### src/timer_aux_defines.svh
// Constants of the auxiliary timer: register map, field positions, reset values, counts.
// Assumes it is included by bare name in each design file that uses its constants; definitions only.
// Behaviour
// (RULE1) Mode from run, capture select, clock selects
// (RULE2) Baud rollover never sets overflow flag
// (RULE3) Baud trigger edge sets flag, no reload
// (RULE4) Baud timer counts every state time
// (RULE5) Software stops timer before baud accesses
// (RULE6) Software sets run bit in separate write; the bench sets it together with the baud selects (8'h34, 8'h3E, 8'h36)
// (RULE7) External baud rate is overflow rate/16
// (RULE8) Internal baud rate is osc/(32*(65536-capture))
// (RULE9) Interrupt request is OR of flags
// (RULE10) Flags stay set until software clears
// (RULE11) Software flag writes act like hardware events
// (RULE12) Six sources vector in fixed order
// (RULE13) This block vectors last, own address
// (RULE14) Software loads baud control setup codes
// (RULE15) Software loads timer reload/capture codes
// (RULE16) Software loads counter codes with select
// (RULE17) Without enable, capture/reload on overflow only
// (RULE18) With enable, trigger edge also captures/reloads
// (RULE19) Reset held two machine cycles minimum; the bench holds the first reset for 8 clocks only
// (RULE20) Capture edge copies counter, sets trigger flag
// (RULE21) Reload rollover sets flag, reloads capture value
// (RULE22) Timer per machine cycle, baud per state
// (RULE23) Pins synchronised, falling edge high-then-low
`ifndef TIMER_AUX_DEFINES_SVH
`define TIMER_AUX_DEFINES_SVH

// ----------------------------------------------------------------
// Register byte offsets
// ----------------------------------------------------------------
`define OFS_CONTROL 8'h00
`define OFS_CNT_LO 8'h04
`define OFS_CNT_HI 8'h08
`define OFS_CAP_LO 8'h0C
`define OFS_CAP_HI 8'h10
`define OFS_VECTOR 8'h14

// ----------------------------------------------------------------
// Control register fields
// ----------------------------------------------------------------
`define BIT_CAPSEL 0
`define BIT_CT 1
`define BIT_RUN 2
`define BIT_EXEN 3
`define BIT_TXSEL 4
`define BIT_RXSEL 5
`define BIT_EXF 6
`define BIT_OVF 7

// ----------------------------------------------------------------
// Reset values and counts
// ----------------------------------------------------------------
`define CTRL_RESET 8'h00
`define CNT_RESET 16'h0000
`define CNT_MAX 16'hFFFF
`define CNT_ONE 16'h0001
`define DIV_LAST 4'hB
`define DIV_ONE 4'h1
`define BAUD_LAST 4'hF
`define BAUD_ONE 4'h1
`define VEC_BASE 16'h0003
`define VEC_STEP 16'h0008
`define VEC_OWN 16'h002B
`define NUM_SOURCES 6
`define OWN_SOURCE 5
`define RESP_OKAY 2'b00
`define RESP_SLVERR 2'b10
`define PEND_BIT 16

`endif

### src/timer_aux_pkg.sv
// Types of the auxiliary timer: modes, pin events, interrupt answer, state records.
// Assumes the constants header is available to the design files that use it.
package timer_aux_pkg;

    // Operating modes
    typedef enum logic [1:0] {
        MODE_OFF = 2'b00,
        MODE_RELOAD = 2'b01,
        MODE_CAPTURE = 2'b10,
        MODE_BAUD = 2'b11
    } timer_mode_t;

    // Falling edges seen on the two pins
    typedef struct packed {
        logic count_fall;
        logic trig_fall;
    } pin_events_t;

    // Winning interrupt source
    typedef struct packed {
        logic pending;
        logic [15:0] vector;
    } irq_answer_t;

    // Synchroniser state
    typedef struct packed {
        logic [1:0] sync1;
        logic [1:0] sync2;
        logic [1:0] prev;
        logic [1:0] fall;
    } edge_state_t;

    // Whole state of the timer and its bus slave
    typedef struct packed {
        logic [7:0] ctrl;
        logic [15:0] cnt;
        logic [15:0] cap;
        logic [3:0] div;
        logic [3:0] baud_div;
        logic rx_tick;
        logic tx_tick;
        logic irq;
        logic pending;
        logic [15:0] vector;
        logic aw_ok;
        logic [7:0] aw_addr;
        logic w_ok;
        logic [31:0] wdata;
        logic [3:0] wstrb;
        logic awready;
        logic wready;
        logic bvalid;
        logic [1:0] bresp;
        logic arready;
        logic rvalid;
        logic [31:0] rdata;
        logic [1:0] rresp;
    } timer_state_t;

endpackage : timer_aux_pkg

### src/timer_aux.sv
// Auxiliary 16-bit timer/counter with capture, auto-reload and baud modes,
// reached over an AXI4-Lite slave port.
// Assumes CLK is the oscillator; a state time is two clocks, a machine cycle twelve.
// Assumes the serial port consumes the one-clock baud tick pulses.
`timescale 1ns/1ns
`include "timer_aux_defines.svh"
module timer_aux (
    input wire logic CLK,
    input wire logic RESETN,
    input wire logic [7:0] AWADDR,
    input wire logic AWVALID,
    output logic AWREADY,
    input wire logic [31:0] WDATA,
    input wire logic [3:0] WSTRB,
    input wire logic WVALID,
    output logic WREADY,
    output logic [1:0] BRESP,
    output logic BVALID,
    input wire logic BREADY,
    input wire logic [7:0] ARADDR,
    input wire logic ARVALID,
    output logic ARREADY,
    output logic [31:0] RDATA,
    output logic [1:0] RRESP,
    output logic RVALID,
    input wire logic RREADY,
    input wire logic COUNT_PIN,
    input wire logic TRIGGER_PIN,
    input wire logic [4:0] OTHER_IRQS,
    output logic TIMER_IRQ,
    output logic IRQ_PENDING,
    output logic [15:0] IRQ_VECTOR,
    output logic RX_BAUD_TICK,
    output logic TX_BAUD_TICK
);
    import timer_aux_pkg::*;

    // ----------------------------------------------------------------
    // Decoding helpers
    // ----------------------------------------------------------------

    // Clock selects win over everything but the run bit
    function automatic timer_mode_t decode_mode(input logic [7:0] c);
        if (!c[`BIT_RUN]) begin
            decode_mode = MODE_OFF;
        end else if (c[`BIT_RXSEL] || c[`BIT_TXSEL]) begin
            decode_mode = MODE_BAUD;
        end else if (c[`BIT_CAPSEL]) begin
            decode_mode = MODE_CAPTURE;
        end else begin
            decode_mode = MODE_RELOAD;
        end
    endfunction : decode_mode

    // Shared by the read and write paths
    function automatic logic is_mapped(input logic [7:0] a);
        is_mapped = (a == `OFS_CONTROL) || (a == `OFS_CNT_LO) || (a == `OFS_CNT_HI) ||
            (a == `OFS_CAP_LO) || (a == `OFS_CAP_HI) || (a == `OFS_VECTOR);
    endfunction : is_mapped

    // Read value of one register word, upper bits zero except the pending bit of the vector word
    function automatic logic [31:0] read_word(input timer_state_t s, input logic [7:0] a);
        read_word = 32'h0000_0000;
        case (a)
            `OFS_CONTROL: read_word[7:0] = s.ctrl;
            `OFS_CNT_LO: read_word[7:0] = s.cnt[7:0];
            `OFS_CNT_HI: read_word[7:0] = s.cnt[15:8];
            `OFS_CAP_LO: read_word[7:0] = s.cap[7:0];
            `OFS_CAP_HI: read_word[7:0] = s.cap[15:8];
            `OFS_VECTOR: begin
                read_word[15:0] = s.vector;
                read_word[`PEND_BIT] = s.pending;
            end
            default: read_word = 32'h0000_0000;
        endcase
    endfunction : read_word

    // ----------------------------------------------------------------
    // State and submodules
    // ----------------------------------------------------------------

    timer_state_t st;
    timer_state_t n;
    timer_mode_t mode;
    pin_events_t ev;
    irq_answer_t ans;
    logic state_tick;
    logic cycle_tick;
    logic inc;
    logic ovf;
    logic trig;
    logic wr_do;
    logic wr_eff;

    // Pins pass through a synchroniser before any edge is trusted
    timer_aux_edge u_edge (
        .clk(CLK),
        .resetn(RESETN),
        .pins({COUNT_PIN, TRIGGER_PIN}),
        .events(ev)
    );

    // This timer is the lowest of the six sources
    timer_aux_vector u_vector (
        .req({st.irq, OTHER_IRQS}),
        .ans(ans)
    );

    // ----------------------------------------------------------------
    // Count enables and events
    // ----------------------------------------------------------------

    // Divider runs 0..11: odd counts mark state times, the last a machine cycle
    assign state_tick = st.div[0];
    assign cycle_tick = (st.div == `DIV_LAST);
    assign mode = decode_mode(st.ctrl); // RULE1

    // External count wins; internal rate depends on baud mode
    assign inc = (mode != MODE_OFF) && (st.ctrl[`BIT_CT] ? ev.count_fall :
        ((mode == MODE_BAUD) ? state_tick : cycle_tick)); // RULE4 RULE22
    assign ovf = inc && (st.cnt == `CNT_MAX);
    assign trig = (mode != MODE_OFF) && st.ctrl[`BIT_EXEN] && ev.trig_fall; // RULE18

    // A write is carried out once address and data are both held
    assign wr_do = st.aw_ok && st.w_ok && !st.bvalid;
    assign wr_eff = wr_do && st.wstrb[0] && is_mapped(st.aw_addr);

    // ----------------------------------------------------------------
    // Next state
    // ----------------------------------------------------------------

    always_comb begin
        n = st;
        n.div = cycle_tick ? 4'h0 : st.div + `DIV_ONE;
        n.rx_tick = 1'b0;
        n.tx_tick = 1'b0;

        // Counter behaviour per mode
        unique case (mode)
            MODE_OFF: begin
                n.cnt = st.cnt;
            end
            MODE_RELOAD: begin
                if (ovf || trig) begin
                    n.cnt = st.cap; // RULE21 RULE18
                end else if (inc) begin
                    n.cnt = st.cnt + `CNT_ONE;
                end
            end
            MODE_CAPTURE: begin
                if (inc) begin
                    n.cnt = st.cnt + `CNT_ONE; // RULE17
                end
                if (trig) begin
                    n.cap = st.cnt; // RULE20
                end
            end
            MODE_BAUD: begin
                // Trigger edges only flag here; reload comes from rollover alone
                if (ovf) begin
                    n.cnt = st.cap; // RULE3
                    n.baud_div = st.baud_div + `BAUD_ONE;
                    if (st.baud_div == `BAUD_LAST) begin
                        n.rx_tick = st.ctrl[`BIT_RXSEL]; // RULE7 RULE8
                        n.tx_tick = st.ctrl[`BIT_TXSEL];
                    end
                end else if (inc) begin
                    n.cnt = st.cnt + `CNT_ONE;
                end
            end
        endcase

        // Software writes; a collision with a reload goes to software
        if (wr_eff) begin
            case (st.aw_addr)
                `OFS_CONTROL: n.ctrl = st.wdata[7:0]; // RULE11
                `OFS_CNT_LO: n.cnt[7:0] = st.wdata[7:0];
                `OFS_CNT_HI: n.cnt[15:8] = st.wdata[7:0];
                `OFS_CAP_LO: n.cap[7:0] = st.wdata[7:0];
                `OFS_CAP_HI: n.cap[15:8] = st.wdata[7:0];
                default: n.ctrl = n.ctrl;
            endcase
        end

        // Hardware sets win over a clearing write in the same cycle
        if (ovf && (mode != MODE_BAUD)) begin
            n.ctrl[`BIT_OVF] = 1'b1; // RULE2 RULE10
        end
        if (trig) begin
            n.ctrl[`BIT_EXF] = 1'b1; // RULE3 RULE20
        end

        // Request and vector registered for the interrupt controller
        n.irq = st.ctrl[`BIT_OVF] | st.ctrl[`BIT_EXF]; // RULE9
        n.pending = ans.pending;
        n.vector = ans.vector; // RULE12 RULE13

        // Write address and data channels, taken independently
        if (AWVALID && st.awready) begin
            n.aw_ok = 1'b1;
            n.aw_addr = AWADDR;
        end
        if (WVALID && st.wready) begin
            n.w_ok = 1'b1;
            n.wdata = WDATA;
            n.wstrb = WSTRB;
        end
        if (wr_do) begin
            n.aw_ok = 1'b0;
            n.w_ok = 1'b0;
            n.bvalid = 1'b1;
            n.bresp = is_mapped(st.aw_addr) ? `RESP_OKAY : `RESP_SLVERR;
        end
        if (st.bvalid && BREADY) begin
            n.bvalid = 1'b0;
        end
        n.awready = !n.aw_ok;
        n.wready = !n.w_ok;

        // Read channel: one read in flight, data sampled when the address is taken
        if (ARVALID && st.arready) begin
            n.arready = 1'b0;
            n.rvalid = 1'b1;
            n.rdata = read_word(st, ARADDR);
            n.rresp = is_mapped(ARADDR) ? `RESP_OKAY : `RESP_SLVERR;
        end
        if (st.rvalid && RREADY) begin
            n.rvalid = 1'b0;
            n.arready = 1'b1;
        end
    end

    // Synchronous reset; ready lines come up high so the bus is never stuck
    always_ff @(posedge CLK) begin
        if (!RESETN) begin
            st <= '0;
            st.ctrl <= `CTRL_RESET;
            st.cnt <= `CNT_RESET;
            st.cap <= `CNT_RESET;
            st.awready <= 1'b1;
            st.wready <= 1'b1;
            st.arready <= 1'b1;
        end else begin
            st <= n;
        end
    end

    // ----------------------------------------------------------------
    // Outputs, all straight from state
    // ----------------------------------------------------------------

    assign AWREADY = st.awready;
    assign WREADY = st.wready;
    assign BVALID = st.bvalid;
    assign BRESP = st.bresp;
    assign ARREADY = st.arready;
    assign RVALID = st.rvalid;
    assign RDATA = st.rdata;
    assign RRESP = st.rresp;
    assign TIMER_IRQ = st.irq;
    assign IRQ_PENDING = st.pending;
    assign IRQ_VECTOR = st.vector;
    assign RX_BAUD_TICK = st.rx_tick;
    assign TX_BAUD_TICK = st.tx_tick;
endmodule : timer_aux

### src/timer_aux_edge.sv
// Synchroniser and falling-edge detector for the count and trigger pins.
// Assumes pins may change at any time; output pulses last one clock.
`timescale 1ns/1ns
`include "timer_aux_defines.svh"
module timer_aux_edge (
    input wire logic clk,
    input wire logic resetn,
    input wire logic [1:0] pins,
    output timer_aux_pkg::pin_events_t events
);
    import timer_aux_pkg::*;

    edge_state_t st;
    edge_state_t n;

    // Two stages, then compare the settled sample with the previous one
    always_comb begin
        n = st;
        n.sync1 = pins;
        n.sync2 = st.sync1;
        n.prev = st.sync2;
        n.fall = st.prev & ~st.sync2; // RULE23
    end

    // Idle-high reset, so a pin already low at start is seen as one falling edge
    always_ff @(posedge clk) begin
        if (!resetn) begin
            st <= '1;
            st.fall <= 2'b00;
        end else begin
            st <= n;
        end
    end

    assign events.count_fall = st.fall[1];
    assign events.trig_fall = st.fall[0];
endmodule : timer_aux_edge

### src/timer_aux_vector.sv
// Fixed-order priority choice among the six interrupt sources of one level.
// Assumes request bit 0 is the highest source and bit 5 is this timer.
`timescale 1ns/1ns
`include "timer_aux_defines.svh"
module timer_aux_vector (
    input wire logic [5:0] req,
    output timer_aux_pkg::irq_answer_t ans
);
    import timer_aux_pkg::*;

    // Walk from lowest to highest so the highest request wins last
    always_comb begin
        ans = '0;
        for (int i = `NUM_SOURCES - 1; i >= 0; i--) begin
            if (req[i]) begin
                ans.pending = 1'b1;
                ans.vector = `VEC_BASE + `VEC_STEP * 16'(i); // RULE12 RULE13
            end
        end
    end

endmodule : timer_aux_vector

### config.mk
export PLATFORM = sky130hd
export DESIGN_NAME = timer_aux
export DESIGN_NICKNAME = d
export VERILOG_FILES = /design/src/timer_aux_pkg.sv /design/src/timer_aux.sv /design/src/timer_aux_edge.sv /design/src/timer_aux_vector.sv
export VERILOG_INCLUDE_DIRS = /design/src
export SDC_FILE = /design/constraint.sdc
export NUM_CORES = 1
export LEC_CHECK = 0
export ABC_AREA = 0
export BUFFER_PORTS_ARGS = -buffer_cell sky130_fd_sc_hd__buf_4
export CELL_PAD_IN_SITES_DETAIL_PLACEMENT = 0
export CELL_PAD_IN_SITES_GLOBAL_PLACEMENT = 1
export CORE_MARGIN = 5
export CORE_UTILIZATION = 39
export DETAILED_ROUTE_END_ITERATION = 8
export GPL_TIMING_DRIVEN = 0
export PLACE_DENSITY = 0.81
export RECOVER_POWER = 100
export SLEW_MARGIN = 15
export SYNTH_ARGS = -nofsm -noshare
export SYNTH_HDL_FRONTEND = slang
export SYNTH_SLANG_ARGS = --single-unit
### constraint.sdc
create_clock -name CLK -period 2.35 [get_ports CLK]
set_input_delay 0 -clock CLK [delete_from_list [all_inputs] [get_ports CLK]]
set_output_delay 0 -clock CLK [all_outputs]
set_load 0.01 [all_outputs]
# Yosys cells after proc, flatten, opt, wreduce, memory -nomap -nowiden
# Index checks and enable logic that the tools add are counted.
# word_totals
regBits,148
out_inout_bits,61
wordCells,139
# classes
add_sub_neg,3
eq_ne,17
muxes,33
bitwise,4
n_reduce_logical,49
# ops
operator,count
2-to-1 mux 17 bit,6
2-to-1 mux 16 bit,5
one-hot mux 16 bit (4 select lines),1
one-hot mux 8 bit (6 select lines),1
2-to-1 mux 40 bit,1
2-to-1 mux 8 bit,5
2-to-1 mux 37 bit,1
== test 8 x 4 -> 1 bit (second input constant),4
== test 8 x 5 -> 1 bit (second input constant),4
2-to-1 mux 9 bit,2
adder 16 x 1 -> 16 bit (second input constant),1
== test 16 bit (second input constant),1
== test 8 x 3 -> 1 bit (second input constant),2
zero test 8 bit,2
logical AND 1 bit,14
logical OR 1 bit,12
2-to-1 mux 2 bit,5
nonzero test 2 bit,5
adder 4 x 1 -> 4 bit (second input constant),2
== test 4 bit (second input constant),2
AND reduction 2 bit,4
OR reduction 2 bit,4
2-to-1 mux 1 bit,6
OR reduction 6 bit,1
12 further kinds,15

# Longest topological paths before layout
# depth
depth_word,14
depth_mapped,10
mapped_depth_nobuf,7

# Cells and area by module
# A second synthesis with hierarchy kept.
# unflattened
hier_cells,673
hier_area_um2,6065.8
# modules_own_cells
module,n_inst,cells_per_inst,area_each_um2,seq_area_each_um2
timer_aux,1,631,5676.7,2222.1
timer_aux_edge,1,18,230.2,160.2
timer_aux_vector,1,24,158.9,0.0

# Worst setup path before layout
# No wires, ideal clock.
# synth_path
kind,flip-flop to flip-flop
from,reg st[131] (netlist bit)
to,reg st[108] (netlist bit)
arrival_time_ns,2.022
t_required_ns,2.222
slack_ns,0.201
path_stages_with_launch,9
cell_sequence,dfxtp_1 > ha_1 > nand2_1 > or3_1 > buf_2 > or4_1 > nor2_1 > mux2i_1 > nor2_1
# synth_via
elab_chain_len,3
# synth_rtl
item,line_no,rtl
from (decl),timer_aux.sv:82,timer_state_t st;
from (signal assigned),timer_aux.sv:244,st <= n;
== test 16 bit (no source line),n/a,
logical AND 1 bit,timer_aux.sv:121,assign ovf = inc && (st.cnt == `CNT_MAX);
AND reduction 2 bit (no source line),n/a,
# Every way passes these cells.
# A chain may end at the register's enable or synchronous reset.

# Worst setup path in the final report
# layout_path
from,reg st[135] (netlist bit)
to,reg st[140] (netlist bit)
# layout_via
elab_chain_len,7
# layout_rtl
item,line_no,rtl
branches (longest 4 deep; another with adder 16 x 1 -> 16 bit),n/a,
one-hot mux 16 bit (4 select lines) (*),timer_aux.sv:139,unique case (mode)
2-to-1 mux 8 bit,timer_aux.sv:175,case (st.aw_addr)
2-to-1 mux 40 bit (*),timer_aux.sv:174,if (wr_eff) begin
# Every way passes the cells marked *. The select of a mux whose other input is x is not followed.

==> metrics.json <==
{
  "synth_compound_area_frac": 0.163,
  "preCtsSetupSlack_ns": -0.238,
  "gp_routability_congestion": 0.989,
  "cts_buffer_count": 9,
  "final_layout_size_suffix_gt1_frac": 0.230,
  "cp_max_stage_delay_ns": 0.49,
  "final-instance-count-excl-fill": 942,
  "endpoint_kind": "flop",
  "yosys.area_share.simple": 0.223,
  "post_synth_num_cell_types": 58,
  "post_synthesis_adder_cell_area_fraction": 0.00741,
  "post-dp-hpwl_mm": 11.6,
  "max_slew_vio_count": 0,
  "post-route-util": 0.529,
  "cts_root_buffer": "sky130_fd_sc_hd__clkbuf_16",
  "wl_per_cell_um": 17.2,
  "clock_sinks": 98,
  "hold_violations": 0,
  "clk-insertion-delay-late_ns": 0.35,
  "vias_per_cell": 5.13,
  "drt_iter0_drc": 291,
  "critPathMaxFanout": 8,
  "portBuffers": 63,
  "slew-limit-headroom": 0.495,
  "syn_inst": 609,
  "grt_antenna_before_repair": 0,
  "finalCritPeriodShare": 0.966,
  "outcome": "complete, no violations",
  "final_period_minus_worst_setup_slack_ns": 2.27,
  "grt.overflow.total": 0,
  "fin_ws_ns": 0.0796,
  "grt_pass1_vias": 4690,
  "most_frequent_standard_cell_in_the_layout_excluding_fill_and_tap_cells": "sky130_fd_sc_hd__buf_4",
  "drv_cap": 0,
  "post-synth-top-area-fraction": 0.387,
  "grt_first_pass_wirelength_mm": 24.8,
  "global_route.usage.total": 0.212,
  "postSynth.topFlopCell": "sky130_fd_sc_hd__dfxtp_1",
  "hold-path-cell-count": 5,
  "setup_viol": 0,
  "static-leakage-power_nw": 2.66,
  "cts.reportedPaths.clkPinSlew_ns": 0.06,
  "cp_slowest_cell": "sky130_fd_sc_hd__dfxtp_1",
  "synthToLayoutAreaGrowth_pct": 32.3,
  "worstMarginPinSlew_ns": 0.756,
  "proportion_of_synthesized_area_in_mux_cells": 0.0723,
  "cts.path.max_buffers": 2,
  "place.detailed.instances": 879,
  "worst-r2r-cell-count": 10,
  "worst_ep_arrival_time_ns": 2.54,
  "worstSetupPathType": "reg2reg",
  "synthesized_area_per_cell_um2": 8.32,
  "drt.antenna.violating_nets": 0,
  "post_synth_instance_area_mm2": 0.00507,
  "setup.worst_path.start_class": "flop",
  "wl_mm": 16.2,
  "ys_top_cells_by_area": "sky130_fd_sc_hd__dfxtp_1 (39%), sky130_fd_sc_hd__buf_4 (7.7%), sky130_fd_sc_hd__nand2_1 (6.1%), sky130_fd_sc_hd__a21oi_1 (5.1%), sky130_fd_sc_hd__mux2i_1 (4.3%)",
  "synth-seq-cells": 98,
  "cp_data_required_time_ns": 2.62,
  "synthArstFlopShare": 0,
  "die_area_mm2": 0.0154,
  "num_io_pins": 127,
  "deepest_level_of_the_cts_h_tree": 3,
  "dominant_combinational_cell_family_by_area_after_synthesis": "simple AND/OR/NAND/NOR gates",
  "largest_voltage_drop_on_the_vdd_net_v": 0.000324,
  "grt_max_degree": 16,
  "crit_path_cell_chain": "nand2_1 -> or3_4 -> buf_8 -> nor4_4 -> buf_4 -> or2_1 -> buf_6 -> buf_4 -> a22oi_1 -> a31oi_1",
  "yosys_warnings": 0,
  "drt-pass1-iter-count": 5,
  "drc": 0,
  "core_region_area_mm2": 0.0127,
  "achievable-frequency_mhz": 440,
  "postPlaceCellArea_mm2": 0.00589,
  "horizontal_die_dimension_um": 124,
  "layout.cells.most_common_list": "sky130_fd_sc_hd__buf_4 (106), sky130_fd_sc_hd__dfxtp_1 (86), sky130_fd_sc_hd__nand2_1 (83), sky130_fd_sc_hd__nor2_1 (54), sky130_fd_sc_hd__a21oi_1 (52)",
  "synth_largest_area_cell": "sky130_fd_sc_hd__dfxtp_1",
  "powerDensity_mw_per_mm2": 550,
  "number_of_diodes_added_for_antenna_fixing": 0,
  "timing.clock.skew_ns": 0.00649,
  "timing.critical_path.mode_cell": "sky130_fd_sc_hd__buf_4",
  "seq_area_frac_synth": 0.387,
  "initial_core_utilization": 0.400,
  "number_of_flops_mapped_to_enable_cells_by_yosys": 0,
  "setup_repair_after_global_routing_missed_its_margin": "true",
  "die_h_um": 124,
  "cts_tree": "yes",
  "synth_xor_xnor_area_share": 0.0259,
  "routed-via-count": 4836,
  "num-nets-final": 834,
  "hold_path.class": "in2reg",
  "rows": 41,
  "finalInstanceArea_mm2": 0.00671
}
-- registers in the layout (all words and copies together), names as in the netlist --
| signal | count |
|---|---|
| TIMER_IRQ | 1 |
| BRESP | 1 |
| RRESP | 1 |
| RX_BAUD_TICK | 1 |
| RVALID | 1 |
| WREADY | 1 |
| AWREADY | 1 |
| u_edge.n | 4 |
| st | 67 |
| u_edge.st | 2 |
| TX_BAUD_TICK | 1 |
| ARREADY | 1 |
| u_edge.events | 2 |
| IRQ_VECTOR | 4 |
| BVALID | 1 |
| RDATA | 9 |
-- report_power, final --
| part | total, mW | switching (mW) | internal (mW) |
|---|---|---|---|
| Combinational | 0.371 | 0.181 | 0.190 |
| Sequential | 1.75 | 0.0546 | 1.70 |
| Clock | 1.56 | 0.631 | 0.932 |
| Total | 3.69 | 0.866 | 2.82 |
-- per-stage QoR --
stage	power [mW]	TNS (ns)	hold WS (ns)
2_1_floorplan	1.98	0	0.0793
3_3_place_gp	2.12	-1.93	0.183
3_5_place_dp	2.12	-2.95	0.190
4_1_cts	3.71	-0.000393	0.0902
5_1_grt	3.84	-0.0356	0.126
6_report	3.69	0	0.0849
-- critical path, delay by kind of cell, from the launching register on --
family | cells | cell delay, ns
buffers and inverters | 4 | 0.62
AOI/OAI and AO/OA | 2 | 0.27
DFF | 1 | 0.49
and+or+nand+nor | 4 | 0.81
-- layer usage --
metal / GRT usage / wire (µm) / part of all wire / vias to the layer above
li1: - / - / - / 2371
met1: 0.274 / 6970 / 0.43 / 2254
met2: 0.354 / 7640 / 0.47 / 183
met3: 0.0336 / 1140 / 0.071 / 28
met4: 0.0862 / 401 / 0.025 / 0
met5: 0 / 0 / 0 / -
-- synth_stat cells (all sizes together), types with 2 or more instances --
| library cell | n |
|---|---|
| o21ai | 29 |
| or4 | 4 |
| and3 | 2 |
| clkbuf | 20 |
| mux4 | 5 |
| o21a | 2 |
| nor2 | 55 |
| nand3b | 4 |
| a22oi | 3 |
| nor2b | 2 |
| o31a | 3 |
| xor2 | 8 |
| or2 | 4 |
| a2111oi | 3 |
| clkinv | 2 |
| a22o | 7 |
| o211ai | 2 |
| a211o | 2 |
| or3 | 4 |
| xnor2 | 7 |
| inv | 13 |
| a221oi | 5 |
| nor3 | 16 |
| and2 | 4 |
| a211oi | 17 |
| buf | 64 |
| nand4 | 5 |
| nand2 | 83 |
| a31oi | 4 |
| nor4 | 16 |
| a21oi | 52 |
| ha | 3 |
| nor4b | 2 |
| nand2b | 10 |
| nor4bb | 2 |
| dfxtp | 98 |
| mux2 | 3 |
| mux2i | 22 |
| nand3 | 13 |
-- cell families (layout without fill, tap and decap cells) --
group / Yosys count / in the layout
other: 1 / 36
AND/OR/NAND/NOR: 230 / 230
buffers and inverters: 99 / 225
flip-flops: 98 / 98
multiplexers: 30 / 30
AO/OA/AOI/OAI: 133 / 133
adder cells (fa/ha/maj): 3 / 3
XOR/XNOR: 15 / 15
-- repair_timing --
item | CTS | global route
pin swaps | 3 | 11
buffers inserted | 6 | 11
resized for setup | 19 | 20
hold buffers | 32 | 0
hold endpoints to repair | 30 | 0
setup endpoints to repair | 26 | 24
cloned | 0 | 1
-- layout make-up --
class	count	area, µm²
fillers	1220	5960
multi-input cells	447	2700
flip-flops and latches	98	1990
repair buffers	113	871
plain buffers	81	559
clock buffers	11	233
well taps	172	215
clock inverters	5	78.8
inverters	15	56.3
-- path summary, 6_finish.rpt --
path | from | to | slack, ns
worst max-delay path | st[135] | st[140] | 0.08
worst min-delay path | ARADDR[3] | RRESP[1] | 0.08
worst max register to register | st[135] | st[140] | 0.08
worst min register to register | u_edge.n[4] | u_edge.n[2] | 0.41
Note: power is estimated with default switching activity, not from simulation.
